`src/core/rsp_pkg.sv`:
```
// constants, register map and types shared by the radio serial port master
package rsp_pkg;

  // ----------------------------------------------------------------------
  // register addresses on the special function register port
  // ----------------------------------------------------------------------
  localparam logic [7:0] ADDR_CONFIG = 8'h84;
  localparam logic [7:0] ADDR_RATE = 8'h85;
  localparam logic [7:0] ADDR_DATA = 8'h86;
  localparam logic [7:0] ADDR_CONTROL = 8'hB0;

  // ----------------------------------------------------------------------
  // serial_config field positions
  // ----------------------------------------------------------------------
  localparam int CFG_BUSY_BIT = 7;
  localparam int CFG_MASTER_BIT = 6;
  localparam int CFG_PHASE_BIT = 5;
  localparam int CFG_POLARITY_BIT = 4;
  localparam logic [3:0] CFG_RESERVED_READ = 4'h0;

  // ----------------------------------------------------------------------
  // serial_control field positions and reset values
  // ----------------------------------------------------------------------
  localparam int CTL_FLAG_LSB = 4;
  localparam int CTL_SEL_HI_BIT = 3;
  localparam int CTL_SEL_LO_BIT = 2;
  localparam int CTL_TX_EMPTY_BIT = 1;
  localparam int CTL_ENABLE_BIT = 0;
  localparam logic [1:0] SEL_MODE_RESET = 2'h1;
  localparam logic [1:0] SEL_MODE_FAULT = 2'h1;

  // sticky flag indices, flag i reads at control bit CTL_FLAG_LSB + i
  localparam int NUM_FLAGS = 4;
  localparam int FLAG_OVERRUN = 0;
  localparam int FLAG_MODE_FAULT = 1;
  localparam int FLAG_COLLISION = 2;
  localparam int FLAG_DONE = 3;

  // ----------------------------------------------------------------------
  // serial clock timing
  // ----------------------------------------------------------------------
  localparam int CLK_FREQ_KHZ = 200000;
  localparam int SCK_MAX_KHZ = 12500;
  localparam int MIN_HALF_INT = (CLK_FREQ_KHZ + 2 * SCK_MAX_KHZ - 1) / (2 * SCK_MAX_KHZ);
  localparam logic [8:0] MIN_HALF = 9'(MIN_HALF_INT > 0 ? MIN_HALF_INT : 1);
  localparam logic [8:0] RATE_ONE = 9'h001;
  localparam logic [4:0] TICK_LAST_PHASE0 = 5'h0F;
  localparam logic [4:0] TICK_LAST_PHASE1 = 5'h10;

  // shift engine states
  typedef enum logic [1:0] {
    ST_IDLE = 2'b01,
    ST_RUN = 2'b10
  } rsp_eng_state_t;

endpackage

```
`src/core/rsp_eng_if.sv`:
```
// link between the register side and the serial shift engine
`timescale 1ns/1ps
interface rsp_eng_if;
  logic start;
  logic enable;
  logic [7:0] tx_byte;
  logic [8:0] half;
  logic phase;
  logic polarity;
  logic busy;
  logic done;
  logic [7:0] rx_byte;
  logic sck;
  logic mosi;

  modport ctl (
    output start, enable, tx_byte, half, phase, polarity,
    input busy, done, rx_byte, sck, mosi
  );
  modport eng (
    input start, enable, tx_byte, half, phase, polarity,
    output busy, done, rx_byte, sck, mosi
  );
endinterface

```
`src/core/rsp_shift_engine.sv`:
```
// serial shift engine: clock generation, msb-first shifting and miso capture
`timescale 1ns/1ps
module rsp_shift_engine
  import rsp_pkg::*;
#(
  parameter int HALF_W = 9
) (
  input wire logic clk_in,
  input wire logic rstn_in,
  input wire logic miso_in,
  rsp_eng_if.eng eng_if
);

  // the half period counter must hold the widest rate setting plus one
  if (HALF_W != 9) begin : g_bad_width
    $error("rsp_shift_engine: HALF_W must be 9");
  end

  rsp_eng_state_t state, next_state;
  logic [HALF_W-1:0] half_cnt, next_half_cnt;
  logic [4:0] tick, next_tick;
  logic [7:0] sreg, next_sreg;
  logic [7:0] rx_byte, next_rx_byte;
  logic sck_lvl, next_sck_lvl;
  logic sck, next_sck;
  logic done, next_done;
  logic capture;
  logic [4:0] tick_last;

  // ----------------------------------------------------------------------
  // next state of the engine
  // ----------------------------------------------------------------------
  always_comb begin
    next_state = state;
    next_half_cnt = half_cnt;
    next_tick = tick;
    next_sreg = sreg;
    next_rx_byte = rx_byte;
    next_sck_lvl = sck_lvl;
    next_done = 1'b0;
    capture = 1'b0;
    tick_last = eng_if.phase ? TICK_LAST_PHASE1 : TICK_LAST_PHASE0;
    unique case (state)
      ST_IDLE: begin
        next_sck_lvl = 1'b0;
        if (eng_if.start && eng_if.enable) begin
          next_state = ST_RUN;
          next_sreg = eng_if.tx_byte;
          next_half_cnt = eng_if.half - RATE_ONE;
          next_tick = 5'h00;
        end
      end
      ST_RUN: begin
        if (half_cnt != '0) begin
          next_half_cnt = half_cnt - RATE_ONE;
        end else begin
          next_half_cnt = eng_if.half - RATE_ONE;
          // the half period ends at this tick; miso is taken in the last cycle of the bit
          capture = eng_if.phase ? (!tick[0] && tick != 5'h00) : tick[0];
          if (capture) begin
            next_sreg = {sreg[6:0], miso_in};
          end
          if (tick != TICK_LAST_PHASE1) begin
            next_sck_lvl = !sck_lvl;
          end
          if (tick == tick_last) begin
            next_state = ST_IDLE;
            next_done = 1'b1;
            next_rx_byte = {sreg[6:0], miso_in};
          end else begin
            next_tick = tick + 5'h01;
          end
        end
      end
    endcase
    // a disabled port drops any transfer and parks the clock
    if (!eng_if.enable) begin
      next_state = ST_IDLE;
      next_sck_lvl = 1'b0;
      next_done = 1'b0;
    end
    next_sck = next_sck_lvl ^ eng_if.polarity;
  end

  // ----------------------------------------------------------------------
  // engine registers
  // ----------------------------------------------------------------------
  always_ff @(posedge clk_in or negedge rstn_in) begin
    if (!rstn_in) begin
      state <= ST_IDLE;
      half_cnt <= '0;
      tick <= 5'h00;
      sreg <= 8'h00;
      rx_byte <= 8'h00;
      sck_lvl <= 1'b0;
      sck <= 1'b0;
      done <= 1'b0;
    end else begin
      state <= next_state;
      half_cnt <= next_half_cnt;
      tick <= next_tick;
      sreg <= next_sreg;
      rx_byte <= next_rx_byte;
      sck_lvl <= next_sck_lvl;
      sck <= next_sck;
      done <= next_done;
    end
  end

  assign eng_if.busy = (state == ST_RUN);
  assign eng_if.done = done;
  assign eng_if.rx_byte = rx_byte;
  assign eng_if.sck = sck;
  assign eng_if.mosi = sreg[7];

endmodule

```
`src/core/rsp_spi_master.sv`:
```
// register side of the radio serial port master: registers, flags and buffers
`timescale 1ns/1ps

// Overview of operation
// every finished byte sets done flag
// flags clear only by software writing zero
// data write while buffer full: collision, dropped
// select low, master, mode 01 sets fault
// mode fault clears master and port enables
// slave completion with unread byte: overrun, drop
// phase bit picks first or second edge
// polarity bit sets serial clock idle level
// software keeps phase and polarity zero
// bit rate capped at 12.5 MHz, half clock
// busy bit reads one during transfer
// software sets master enable before use
// miso sampled one cycle before bit end
// software keeps select mode field at 00b
// buffer empty drops on write, rises on move
// low four config bits read zero, ignore writes
// software writes zero to control bit four
// buffered byte starts transfer when shifter free
// msb first, received byte into receive buffer
// clock is system clock over 2(rate+1); rates 0 to 6 run at system clock over 16
// disabled port starts nothing, clock stays idle
module rsp_spi_master
  import rsp_pkg::*;
(
  input wire logic clk_in,
  input wire logic rstn_in,
  input wire logic [7:0] sfr_addr_in,
  input wire logic sfr_wr_in,
  input wire logic sfr_rd_in,
  input wire logic [7:0] sfr_wdata_in,
  input wire logic miso_in,
  input wire logic nss_in,
  output logic [7:0] sfr_rdata_out,
  output logic sck_out,
  output logic mosi_out,
  output logic irq_out
);

  rsp_eng_if eng_bus ();

  // ----------------------------------------------------------------------
  // register state
  // ----------------------------------------------------------------------
  // software settings, current and next
  logic master_enable, next_master_enable;
  logic clock_phase_sel, next_clock_phase_sel;
  logic clock_polarity_sel, next_clock_polarity_sel;
  logic [1:0] select_mode_field, next_select_mode_field;
  logic port_enable, next_port_enable;
  logic [7:0] clock_rate_reg, next_clock_rate_reg;

  // buffers on either side of the shifter
  logic [7:0] tx_buf, next_tx_buf;
  logic tx_full, next_tx_full;
  logic [7:0] rx_buf, next_rx_buf;
  logic rx_unread, next_rx_unread;

  // start request, sticky flags and bus answers
  logic start, next_start;
  logic [NUM_FLAGS-1:0] flags, next_flags;
  logic [NUM_FLAGS-1:0] flag_set;
  logic [7:0] rdata, next_rdata;
  logic irq, next_irq;

  // decoded strobes and derived status
  logic wr_config, wr_rate, wr_data, wr_control, rd_data;
  logic mode_fault;
  logic port_busy;
  logic [8:0] rate_half;
  logic [7:0] config_view, control_view;

  // ----------------------------------------------------------------------
  // decode and derived status
  // ----------------------------------------------------------------------
  // one strobe per access, decoded in the cycle it is taken
  assign wr_config = sfr_wr_in && (sfr_addr_in == ADDR_CONFIG);
  assign wr_rate = sfr_wr_in && (sfr_addr_in == ADDR_RATE);
  assign wr_data = sfr_wr_in && (sfr_addr_in == ADDR_DATA);
  assign wr_control = sfr_wr_in && (sfr_addr_in == ADDR_CONTROL);
  assign rd_data = sfr_rd_in && (sfr_addr_in == ADDR_DATA);

  // a pending start counts as busy, so the cycle before the engine runs reads busy too; between burst bytes busy reads zero for one cycle
  assign port_busy = eng_bus.busy || start;

  // the select pin is taken as synchronous to the system clock
  // the select pin only matters in the multi-master select mode
  assign mode_fault = !nss_in && master_enable
    && (select_mode_field == SEL_MODE_FAULT);

  // slow settings pass through, fast ones are held at the rate ceiling
  // rate 0 to 6 therefore run at the same speed as rate 7
  assign rate_half = ({1'b0, clock_rate_reg} + RATE_ONE < MIN_HALF)
    ? MIN_HALF : {1'b0, clock_rate_reg} + RATE_ONE;

  // ----------------------------------------------------------------------
  // register read views
  // ----------------------------------------------------------------------
  always_comb begin
    config_view = 8'h00;
    config_view[CFG_BUSY_BIT] = port_busy;
    config_view[CFG_MASTER_BIT] = master_enable;
    config_view[CFG_PHASE_BIT] = clock_phase_sel;
    config_view[CFG_POLARITY_BIT] = clock_polarity_sel;
    config_view[3:0] = CFG_RESERVED_READ;

    // control view, bit 4 carries the overrun flag
    control_view = 8'h00;
    control_view[CTL_FLAG_LSB+NUM_FLAGS-1:CTL_FLAG_LSB] = flags;
    control_view[CTL_SEL_HI_BIT:CTL_SEL_LO_BIT] = select_mode_field;
    control_view[CTL_TX_EMPTY_BIT] = !tx_full;
    control_view[CTL_ENABLE_BIT] = port_enable;
  end

  // ----------------------------------------------------------------------
  // hardware flag events
  // ----------------------------------------------------------------------
  always_comb begin
    flag_set = '0;
    flag_set[FLAG_DONE] = eng_bus.done;
    flag_set[FLAG_COLLISION] = wr_data && tx_full;
    flag_set[FLAG_MODE_FAULT] = mode_fault;
    // overrun needs a byte to finish after master mode was left
    flag_set[FLAG_OVERRUN] = eng_bus.done && !master_enable && rx_unread;
  end

  // ----------------------------------------------------------------------
  // sticky flags: a set in the clearing cycle wins over the write
  // ----------------------------------------------------------------------
  // one identical cell per flag, overrun flag at index zero
  genvar gi;
  generate
    for (gi = 0; gi < NUM_FLAGS; gi++) begin : g_flag
      always_comb begin
        next_flags[gi] = flags[gi];
        if (wr_control) begin
          next_flags[gi] = sfr_wdata_in[CTL_FLAG_LSB + gi];
        end
        if (flag_set[gi]) begin
          next_flags[gi] = 1'b1;
        end
      end
    end
  endgenerate

  // ----------------------------------------------------------------------
  // configuration, control and rate registers
  // ----------------------------------------------------------------------
  always_comb begin
    next_master_enable = master_enable;
    next_clock_phase_sel = clock_phase_sel;
    next_clock_polarity_sel = clock_polarity_sel;
    next_select_mode_field = select_mode_field;
    next_port_enable = port_enable;
    next_clock_rate_reg = clock_rate_reg;
    if (wr_config) begin
      // busy and the low four bits are read-only, writes fall away
      next_master_enable = sfr_wdata_in[CFG_MASTER_BIT];
      next_clock_phase_sel = sfr_wdata_in[CFG_PHASE_BIT];
      next_clock_polarity_sel = sfr_wdata_in[CFG_POLARITY_BIT];
    end

    // select field is stored as written; only 01 arms the fault
    if (wr_control) begin
      next_select_mode_field = sfr_wdata_in[CTL_SEL_HI_BIT:CTL_SEL_LO_BIT];
      next_port_enable = sfr_wdata_in[CTL_ENABLE_BIT];
    end

    if (wr_rate) begin
      next_clock_rate_reg = sfr_wdata_in;
    end
    // the fault hands the bus over, even against a same-cycle write
    if (mode_fault) begin
      next_master_enable = 1'b0;
      next_port_enable = 1'b0;
    end
  end

  // ----------------------------------------------------------------------
  // transmit buffer, start request and receive buffer
  // ----------------------------------------------------------------------
  always_comb begin
    next_tx_buf = tx_buf;
    next_tx_full = tx_full;
    next_start = 1'b0;
    next_rx_buf = rx_buf;
    next_rx_unread = rx_unread;
    // a full buffer refuses the byte and keeps its contents
    if (wr_data && !tx_full) begin
      next_tx_buf = sfr_wdata_in;
      next_tx_full = 1'b1;
    end

    // move into a free shifter only when enabled as master
    if (tx_full && !port_busy && master_enable && port_enable) begin
      next_start = 1'b1;
      next_tx_full = 1'b0;
    end

    // reading the data register marks the byte as taken
    if (rd_data) begin
      next_rx_unread = 1'b0;
    end

    if (eng_bus.done) begin
      if (master_enable || !rx_unread) begin
        next_rx_buf = eng_bus.rx_byte;
        next_rx_unread = 1'b1;
      end
      // otherwise the old byte stays and the new one is lost
    end
  end

  // ----------------------------------------------------------------------
  // read data and interrupt request
  // ----------------------------------------------------------------------
  always_comb begin
    next_rdata = rdata;
    if (sfr_rd_in) begin
      unique case (sfr_addr_in)
        ADDR_CONFIG: next_rdata = config_view;
        ADDR_RATE: next_rdata = clock_rate_reg;
        ADDR_DATA: next_rdata = rx_buf;
        ADDR_CONTROL: next_rdata = control_view;
        default: next_rdata = 8'h00;
      endcase
    end

    // no enable gate here: any set flag raises the request
    next_irq = |next_flags;
  end

  // ----------------------------------------------------------------------
  // register bank
  // ----------------------------------------------------------------------
  // reset values give the register views software expects
  always_ff @(posedge clk_in or negedge rstn_in) begin
    if (!rstn_in) begin
      master_enable <= 1'b0;
      clock_phase_sel <= 1'b0;
      clock_polarity_sel <= 1'b0;
      select_mode_field <= SEL_MODE_RESET;
      port_enable <= 1'b0;
      clock_rate_reg <= 8'h00;

      tx_buf <= 8'h00;
      tx_full <= 1'b0;
      rx_buf <= 8'h00;
      rx_unread <= 1'b0;

      start <= 1'b0;
      flags <= '0;
      rdata <= 8'h00;
      irq <= 1'b0;
    end else begin
      master_enable <= next_master_enable;
      clock_phase_sel <= next_clock_phase_sel;
      clock_polarity_sel <= next_clock_polarity_sel;
      select_mode_field <= next_select_mode_field;
      port_enable <= next_port_enable;
      clock_rate_reg <= next_clock_rate_reg;

      tx_buf <= next_tx_buf;
      tx_full <= next_tx_full;
      rx_buf <= next_rx_buf;
      rx_unread <= next_rx_unread;

      start <= next_start;
      flags <= next_flags;
      rdata <= next_rdata;
      irq <= next_irq;
    end
  end

  // ----------------------------------------------------------------------
  // shift engine
  // ----------------------------------------------------------------------
  // settings act on the engine at once, so change them only between bytes
  assign eng_bus.start = start;
  assign eng_bus.enable = port_enable;
  assign eng_bus.tx_byte = tx_buf;
  assign eng_bus.half = rate_half;
  assign eng_bus.phase = clock_phase_sel;
  assign eng_bus.polarity = clock_polarity_sel;

  rsp_shift_engine #(
    .HALF_W(9)
  ) u_engine (
    .clk_in(clk_in),
    .rstn_in(rstn_in),
    .miso_in(miso_in),
    .eng_if(eng_bus.eng)
  );

  // all pins below leave straight from flip-flops
  assign sfr_rdata_out = rdata;
  assign sck_out = eng_bus.sck;
  assign mosi_out = eng_bus.mosi;
  assign irq_out = irq;

endmodule

```
`config.mk`:
```
export PLATFORM = sky130hd
export DESIGN_NAME = rsp_spi_master
export DESIGN_NICKNAME = d
export VERILOG_FILES = /design/src/core/rsp_pkg.sv /design/src/core/rsp_eng_if.sv /design/src/core/rsp_shift_engine.sv /design/src/core/rsp_spi_master.sv
export SDC_FILE = /design/constraint.sdc
export NUM_CORES = 1
export LEC_CHECK = 0
export BUFFER_PORTS_ARGS = -buffer_cell sky130_fd_sc_hd__buf_2
export CORE_MARGIN = 2
export CORE_UTILIZATION = 65
export DETAILED_ROUTE_END_ITERATION = 6
export GPL_TIMING_DRIVEN = 0
export PLACE_DENSITY_LB_ADDON = 0.12
export SYNTH_ARGS = -nofsm -noshare
export SYNTH_HDL_FRONTEND = slang
export SYNTH_SLANG_ARGS = --single-unit
```
`constraint.sdc`:
```
create_clock -name clk_in -period 7.5 [get_ports clk_in]
set_clock_uncertainty 0.1 [all_clocks]
set_input_delay 1.5 -clock clk_in [delete_from_list [all_inputs] [get_ports clk_in]]
set_output_delay 1.5 -clock clk_in [all_outputs]
set_load 0.01 [all_outputs]
```
# After elaboration in Yosys (flattened, before gate mapping)
# Cells that the tools add are included.
word_totals:
  inputBits: 22
  output_inout_bits: 11
  elab_cells: 127
  ff_bits: 81
op_classes:
  bitwise_logic: 2
  n_eq_ne: 16
  add_sub_neg: 4
  muxes: 46
  reduce_logical: 36
  magnitude_cmp: 1
op_table:
  columns: ["operator", "n"]
  rows:
  - ["== test 8 bit, second input constant", 4]
  - ["one-hot mux 8 bit (4 select lines)", 1]
  - ["2-to-1 mux 9 bit", 3]
  - ["2-to-1 mux 1 bit", 26]
  - ["2-to-1 mux 8 bit", 3]
  - ["2-to-1 mux 5 bit", 4]
  - ["one-hot mux 9 bit (2 select lines)", 1]
  - ["subtractor 9 x 1 -> 9 bit, second input constant", 2]
  - ["logical AND 1 bit", 16]
  - ["one-hot mux 8 bit (2 select lines)", 1]
  - ["AND reduction 3 bit", 4]
  - ["one-hot mux 5 bit (2 select lines)", 1]
  - ["adder 8 x 1 -> 9 bit, second input constant", 1]
  - ["< comparator 9 x 4 -> 1 bit, second input constant", 1]
  - ["nonzero test 9 bit", 1]
  - ["2-to-1 mux 2 bit", 4]
  - ["zero test 1 bit", 7]
  - ["inequality test 3 x 2 -> 1 bit, second input constant", 2]
  - ["nonzero test 2 bit", 3]
  - ["adder 5 x 1 -> 5 bit, second input constant", 1]
  - ["== test 5 bit", 1]
  - ["inequality test 5 bit, second input constant", 1]
  - ["nonzero test 5 bit", 1]
  - ["== test 2 x 1 -> 1 bit, second input constant", 2]
  - ["11 further kinds", 14]

# Longest topological paths before layout
# Gate-level depths: netlist (run 1).
depth:
  ltp_word: 7
  ltp_mapped: 11
  depth_no_buf: 10

# Cells and area by module
# From an unflattened synthesis (run 1), not the netlist that was laid out.
hier_totals:
  cells_unflattened: 424
  hier_area_um2: 4438.0
modules_own_cells:
  columns: ["mod", "instances", "area_each_um2", "cells_each"]
  rows:
  - ["rsp_spi_master", 1, 2328.5, 201]
  - ["rsp_shift_engine", 1, 2109.5, 223]

# Worst setup path before layout (run 1)
# No wires, ideal clock.
synth_path:
  path_kind: "input port to flip-flop"
  from: "input sfr_addr_in[3]"
  to: "register irq, in the netlist irq_out"
  setup_slack_ns: 4.131
  setup_ns: 0.139
  t_arrival_ns: 3.131
  path_stages: 7
  path_cell_list: "or3b_1 buf_6 nand4bb_4 buf_6 o22a_1 and2_4 or4_4"
synth_between:
  elab_chain_len: 5
  elab_cells_between_ends: 14
  cone_classes: "eq/ne (2); mux (8); reduce/logical (4)"
synth_lines:
  columns: ["item", "line_no", "source"]
  rows:
  - ["from (decl)", "rsp_spi_master.sv:31", "input wire logic [7:0] sfr_addr_in,"]
  - ["== test 8 bit (on tied branches)", "rsp_spi_master.sv:83, rsp_spi_master.sv:82", null]
  - ["logical AND 1 bit (on tied branches)", "rsp_spi_master.sv:83, rsp_spi_master.sv:82", null]
  - ["2-to-1 mux 1 bit / logical AND 1 bit (equally long branches)", "rsp_spi_master.sv:139, rsp_spi_master.sv:124", null]
  - ["2-to-1 mux 1 bit (*)", "rsp_spi_master.sv:142", "if (flag_set[gi]) begin"]
  - ["net next_flags[2]", "rsp_spi_master.sv:64", "logic [NUM_FLAGS-1:0] flags, next_flags;"]
  - ["OR reduction 4 bit (*)", "rsp_spi_master.sv:233", "next_irq = |next_flags;"]
  - ["net next_irq", "rsp_spi_master.sv:67", "logic irq, next_irq;"]
  - ["to (signal assigned)", "rsp_spi_master.sv:274", "irq <= next_irq;"]
  - ["to (decl)", "rsp_spi_master.sv:67", null]
# The timed path passes the listed nets; every way through them passes the cells marked *.
# A chain may end at the register's enable or synchronous reset.

# Worst setup path in the final report (run 1)
layout_path:
  from: "input sfr_addr_in[5]"
  to: "register clock_phase_sel"
layout_between:
  elab_chain_len: 2
layout_lines:
  columns: ["item", "line_no", "source"]
  rows:
  - ["== test 8 bit", "rsp_spi_master.sv:80", "assign wr_config = sfr_wr_in && (sfr_addr_in == ADDR_CONFIG);"]
  - ["logical AND 1 bit", "rsp_spi_master.sv:80", null]
  - ["to (signal assigned)", "rsp_spi_master.sv:260", "clock_phase_sel <= next_clock_phase_sel;"]
  - ["to (decl)", "rsp_spi_master.sv:50", "logic clock_phase_sel, next_clock_phase_sel;"]
# Every way passes these cells.

==> qor.yml, run 1 <==
power:
  switching_power_mw: 0.210
  power_density_mw_per_mm2: 183
  p_int_mw: 0.668
  comb_power_share_pct: 7.8
  power_frac_seq_pct: 51.2
  swShare_pct: 23.9
  p_total_mw: 0.878
  vdd_ir_drop_max_v: 0.000120
  clock_power_share_pct: 41.0
  leakagePower_nw: 2.26
place:
  routabilityCongestion: 0.863
  placement.io_buffers: 30
  hpwl_mm: 7.22
timing:
  fin_crit_sh_pct: 45.1
  maxSlewViolCount: 0
  slew_headroom_pct: 35.3
  fmax_mhz: 296
  layout_min_cycle_time_ps: 3380
  finalSetupViolCount: 0
  tns_ps: 0
  holdWs_ps: 390
  final_hold_viol_count: 0
  rsz0062_at_grt: "no"
  worstMarginPinSlew_ps: 962
synthesis:
  ys_top_cells_by_area: "dfrtp_1 (46%), mux2_2 (11%), nand2_1 (5.1%)"
  synth.distinct_cells: 69
  synthesis.area_mm2: 0.00431
  yosys_most_used_dff: "dfrtp_1"
  yosys.area.top_type: "dfrtp_1"
  synthCells: 416
  synth_top_area_share_pct: 45.9
  synth-async-reset-ratio_pct: 100
  post-synth-top-count-cell: "dfrtp_1"
  yosysWarningCount: 0
  ys_seq_area_share_pct: 47.1
  ys_top_cells_by_count: "dfrtp_1 (79), nand2_1 (58), mux2_2 (42), inv_1 (19)"
  avgSynthCellArea_um2: 10.4
  synth-seq-cells: 81
  syn_nets: 443
  synth_edf_count: 0
drt:
  wirelength_mm: 10.2
  dr.pass1.iters: 5
  vias_per_cell: 6.48
  drt_iter0_markers: 320
  wire_per_inst_um: 18.8
  via_count: 3501
  drc: 0
  ant_nets: 0
outcome:
  status: "finished clean"
die:
  ios: 33
  start_util_pct: 67.5
  die_h_um: 85.4
  rows: 29
  die_w_um: 85.4
  die_area_mm2: 0.00729
  core_mm2: 0.00639
finish:
  syn2layout_area_growth_pct: 11.7
  largest_reg_flops: 9
  nets: 485
  seq_area_mm2: 0.00203
  regMostFlops: "u_engine.half_cnt"
  layout-drive-gt1-share_pct: 24.8
  num_antenna_cells: 0
  fin_util_pct: 75.4
  fillers: 462
  multi_input_comb_area_mm2: 0.00212
critical_path:
  required_ps: 7650
  cp_top_family: "simple AND/OR/NAND/NOR gates"
  path_buf_inv: 1
  crit_fanout: 6
  slowest_delay_ps: 760
  crit_slowest_cell: "nor4_1"
  worstSetupPathType: "in -> reg"
  critPathArrivalTime_ps: 3520
  crit_chain: "buf_2 > or3b_2 > nor4_1 > nand2_1 > mux2_2"
  end_kind: "register"
  startpoint_type: "input pin"
clocking:
  cts_tree: "done"
  ctsLongestPathBuffers: 2
  cts_buffers: 9
  ctsResizeCount: 0
  path_clk_slew_ps: 80
  postCtsSetupRepairBufs: 0
  insertion_delay_ps: 360
  clockRootBuffer: "clkbuf_8"
  cts_sinks: 81
  htreeDepth: 3
  cts.hold.buffers_added: 0
min_path:
  hold_class: "reg -> reg"
run:
  drv_cap: 0
global_routing:
  antenna_found_initial: 0
  grt_pass1_vias: 3464
  grt_pass1_wl_mm: 17.0
  track_usage_pct: 30.0
  grt_max_degree: 62
  grt-ovfl-total: 0
-- per-layer routing --
layer	vias to the layer above	global-route usage [%]	share of wire, %
met5	-	0	0
met4	0	11.5	2.3
met3	25	5.16	7.0
met2	157	46.6	47
met1	1702	42.5	44
li1	1617	-	-
-- cell type report --
cell class	count	share of cell area (%)
inverter	19	1.48
sequential	81	42.2
clock inverter	5	1.79
tap	77	2.00
multi-input combinational	298	44.0
clock buffer	11	2.94
buffer	18	1.82
timing repair buffer	31	3.74
-- power by group through the flow --
stage          sequential (mW)  clock [mW]  combinational, mW
6_report                 0.449       0.360             0.0689
5_1_grt                  0.450       0.379             0.0757
4_1_cts                  0.449       0.363             0.0679
3_5_place_dp             0.458           0             0.0669
3_3_place_gp             0.457           0             0.0634
2_1_floorplan            0.456           0             0.0380
-- worst paths after layout --
kind / endpoint / depth (start not counted) / startpoint / slack, ps
setup / recovery: clock_phase_sel / 5 / sfr_addr_in[5] / 4120
hold / removal: u_engine.eng_if.done / 1 / u_engine.half_cnt[8] / 390
setup reg to reg: u_engine.half_cnt[8] / 10 / clock_rate_reg[0] / 4260
hold reg to reg: u_engine.eng_if.done / 1 / u_engine.half_cnt[8] / 390
max in group asynchronous: u_engine.state[0] / 2 / rstn_in / 5750
min in group asynchronous: irq_out / 1 / rstn_in / 930
-- metrics by stage --
stage          setup slack, ps  cell area [um2]  instances
6_report                  4120             4810        540
5_1_grt                   4040             4810        540
4_1_cts                   4160             4810        540
3_5_place_dp              3790             4580        524
3_3_place_gp              3850             4550        523
2_1_floorplan             4130             4310        416
-- cell usage in the layout (no fill, tap or decap), types with 6 or more instances in the layout --
master and n:
a211oi_1 6, a22o_1 6, o21ai_0 14, a31oi_1 6
xnor2_1 6, inv_1 19, a21oi_1 16, nand3_1 14
dfrtp_1 79, buf_2 33, and3_1 7, clkbuf_8 10
o22ai_1 8, nand2_1 58, nor2_1 16, clkbuf_1 12
mux2_2 42
-- logic make-up (layout without fill, tap and decap cells) --
kind of cell	after synthesis	in the layout	share of synthesized area [%]
DFF	81	81	47.1
and+or+nand+nor	146	146	19.5
buffers and inverters	37	84	3.69
xor gates and xnor gates	9	9	1.83
muxes	44	44	11.4
AOI/OAI and AO/OA	94	94	15.0
adders and majority gates	5	5	1.45
-- worst reg2reg max path, stage by stage, from the launching register on --
cell      delay [ps]
dfrtp_1          500
ha_1             190
clkbuf_1         290
and4_1           380
a21oi_1          170
a211oi_1         320
or2_2            200
ha_1             270
o21a_1           260
o211ai_1         170
a41o_1           280
No activity file was read; power rests on OpenSTA's default activity.
==> run 2: changes to the inputs <==
--- a/config.mk
+++ b/config.mk
@@ -7,7 +7,7 @@
 export LEC_CHECK = 0
 export BUFFER_PORTS_ARGS = -buffer_cell sky130_fd_sc_hd__buf_2
 export CORE_MARGIN = 2
-export CORE_UTILIZATION = 65
+export CORE_UTILIZATION = 54
 export DETAILED_ROUTE_END_ITERATION = 6
 export GPL_TIMING_DRIVEN = 0
 export PLACE_DENSITY_LB_ADDON = 0.12
==> constraint.sdc (replaced) <==
create_clock -name clk_in -period 3.1 [get_ports clk_in]
set_clock_uncertainty 0.1 [all_clocks]
set_input_delay 0.62 -clock clk_in [delete_from_list [all_inputs] [get_ports clk_in]]
set_output_delay 0.62 -clock clk_in [all_outputs]
set_load 0.01 [all_outputs]
==> qor.yml, run 2 (same netlist as run 1, synthesis figures left out) <==
finish:
  final_cell_mix: "dfrtp_1 (79), nand2_1 (58), mux2_2 (42)"
  fillers: 623  # +35%
  syn2layout_area_growth_pct: 12.2
  multi_input_comb_area_mm2: 0.00213  # +0.65%
  nets: 483  # -0.41%
  largest_reg_flops: 9  # unchanged
  design_area_mm2: 0.00483  # +0.47%
  num_antenna_cells: 0  # unchanged
  mostFrequentLayoutCell: "dfrtp_1"
  seq_area_mm2: 0.00203  # unchanged
  regMostFlops: "u_engine.half_cnt"
  layout-drive-gt1-share_pct: 26.5  # +1.6 points
drt:
  drt_iter0_markers: 280  # -13%
  ant_nets: 0  # unchanged
  wire_per_inst_um: 17.5  # -6.8%
  wirelength_mm: 9.87  # -2.9%
  dr.pass1.iters: 5  # unchanged
  via_count: 3407  # -2.7%
  drc: 0  # unchanged
  vias_per_cell: 6.05  # -6.7%
clocking:
  cts_tree: "done"
  insertion_delay_ps: 360  # about the same
  cts_buffers: 9  # unchanged
  clockRootBuffer: "clkbuf_8"
  htreeDepth: 3  # unchanged
  cts_sinks: 81  # unchanged
  path_clk_slew_ps: 90  # about the same
  postCtsSetupRepairBufs: 0  # unchanged
  ctsLongestPathBuffers: 2  # unchanged
die:
  ios: 33  # unchanged
  core_mm2: 0.00773  # +21%
  rows: 32  # +10%
  die_area_mm2: 0.00871  # +19%
  die_h_um: 93.3  # +9.3%
  die_w_um: 93.3  # +9.3%
  start_util_pct: 55.7  # -12 points
critical_path:
  worstSetupPathType: "reg -> reg"
  end_kind: "register"
  crit_fanout: 10  # +4
  required_ps: 3270  # -4380 ps
  cp_top_family: "compound AO/OA/AOI/OAI gates"
  crit_slowest_cell: "o21ai_1"
  path_buf_inv: 1  # unchanged
  critPathArrivalTime_ps: 2980  # -540 ps
  slowest_delay_ps: 360  # -400 ps
  startpoint_type: "register"
  crit_chain: "clkbuf_1 > nand3_1 > o21ai_1 > a211oi_2 > or2_2 > ha_2 > a31oi_1 > o22ai_1 > o21a_1 > a21oi_1"
place:
  placed_area_mm2: 0.00462  # +0.68%
  place_ws_ps: 38.1  # -3750 ps
  hpwl_mm: 7.25  # +0.41%
  routabilityCongestion: 0.904  # +4.8%
  placement.io_buffers: 30  # unchanged
global_routing:
  grt_pass1_wl_mm: 16.8  # -1.3%
  grt-ovfl-total: 0  # unchanged
  antenna_found_initial: 0  # unchanged
  grt_pass1_vias: 3239  # -6.5%
  track_usage_pct: 25.0  # -5.0 points
  grt_max_degree: 50  # -19%
run:
  drv_cap: 0  # unchanged
timing:
  setup_ws_ps: 292  # -3830 ps
  fmax_mhz: 356
  tns_ps: 0  # unchanged
  fin_crit_sh_pct: 90.6
  maxSlewViolCount: 0  # unchanged
  rsz0062_at_grt: "no"
  slew_headroom_pct: 34.3  # -0.98 points
  layout_min_cycle_time_ps: 2810
  finalSetupViolCount: 0  # unchanged
  final_hold_viol_count: 0  # unchanged
  worstMarginPinSlew_ps: 976  # +14.6 ps
power:
  p_total_mw: 2.07  # +140%
  power_density_mw_per_mm2: 428  # +130%
  vdd_ir_drop_max_v: 0.000321  # +170%
  leakagePower_nw: 2.26  # -0.19%
min_path:
  hold_class: "in -> async"
outcome:
  status: "finished clean"
[run 2: layout make-up]
class	count	share of cell area (%)
tap	102	2.64
multi-input combinational	298	44.1
clock inverter	6	1.50
buffer	16	1.71
clock buffer	10	2.85
sequential	81	42.0
timing repair buffer	31	3.73
inverter	19	1.48
[run 2: metal layers]
metal	share of wire, %	track usage [%]	up-vias
met5	0	0	-
met4	1.9	7.84	0
met3	5.3	4.67	17
met2	46	37.7	108
met1	47	36.8	1665
li1	-	-	1617
[run 2: through the flow]
stage | utilization [%] | std cells | hold WS [ps]
2_1_floorplan | - | 416 | 224
3_3_place_gp | 59.3 | 548 | 385
3_5_place_dp | 59.7 | 549 | 392
4_1_cts | 62.5 | 565 | 109
5_1_grt | 62.6 | 563 | 112
6_report | 62.6 | 563 | 96.4
[run 2: final timing paths]
kind | slack, ps | from | endpoint | cells past startpoint
max | 290 | clock_rate_reg[2] | u_engine.half_cnt[4] | 10
min | 100 | rstn_in | u_engine.eng_if.rx_byte[3] | 1
max reg2reg | 290 | clock_rate_reg[2] | u_engine.half_cnt[4] | 10
min reg2reg | 410 | u_engine.eng_if.rx_byte[2] | rx_buf[2] | 1
max in group asynchronous | 2160 | rstn_in | u_engine.state[0] | 2
min in group clk_in | 410 | u_engine.eng_if.rx_byte[2] | rx_buf[2] | 1
[run 2: report_power, final]
| group | switching [mW] | internal (mW) |
|---|---|---|
| clock | 0.410 | 0.406 |
| sequential | 0.0153 | 1.07 |
| combinational | 0.0993 | 0.0657 |
| total | 0.524 | 1.54 |
[run 2: repair_timing]
item,CTS,global route
hold buffers,0,0
resized for setup,0,9
endpoints found under the setup margin,0,4
[run 2: worst reg2reg max path, cell delays in order, from the launching register on]
cell	delay, ps
dfrtp_1	340
clkbuf_1	340
nand3_1	230
o21ai_1	360
a211oi_2	150
or2_2	310
ha_2	220
a31oi_1	190
o22ai_1	120
o21a_1	210
a21oi_1	160
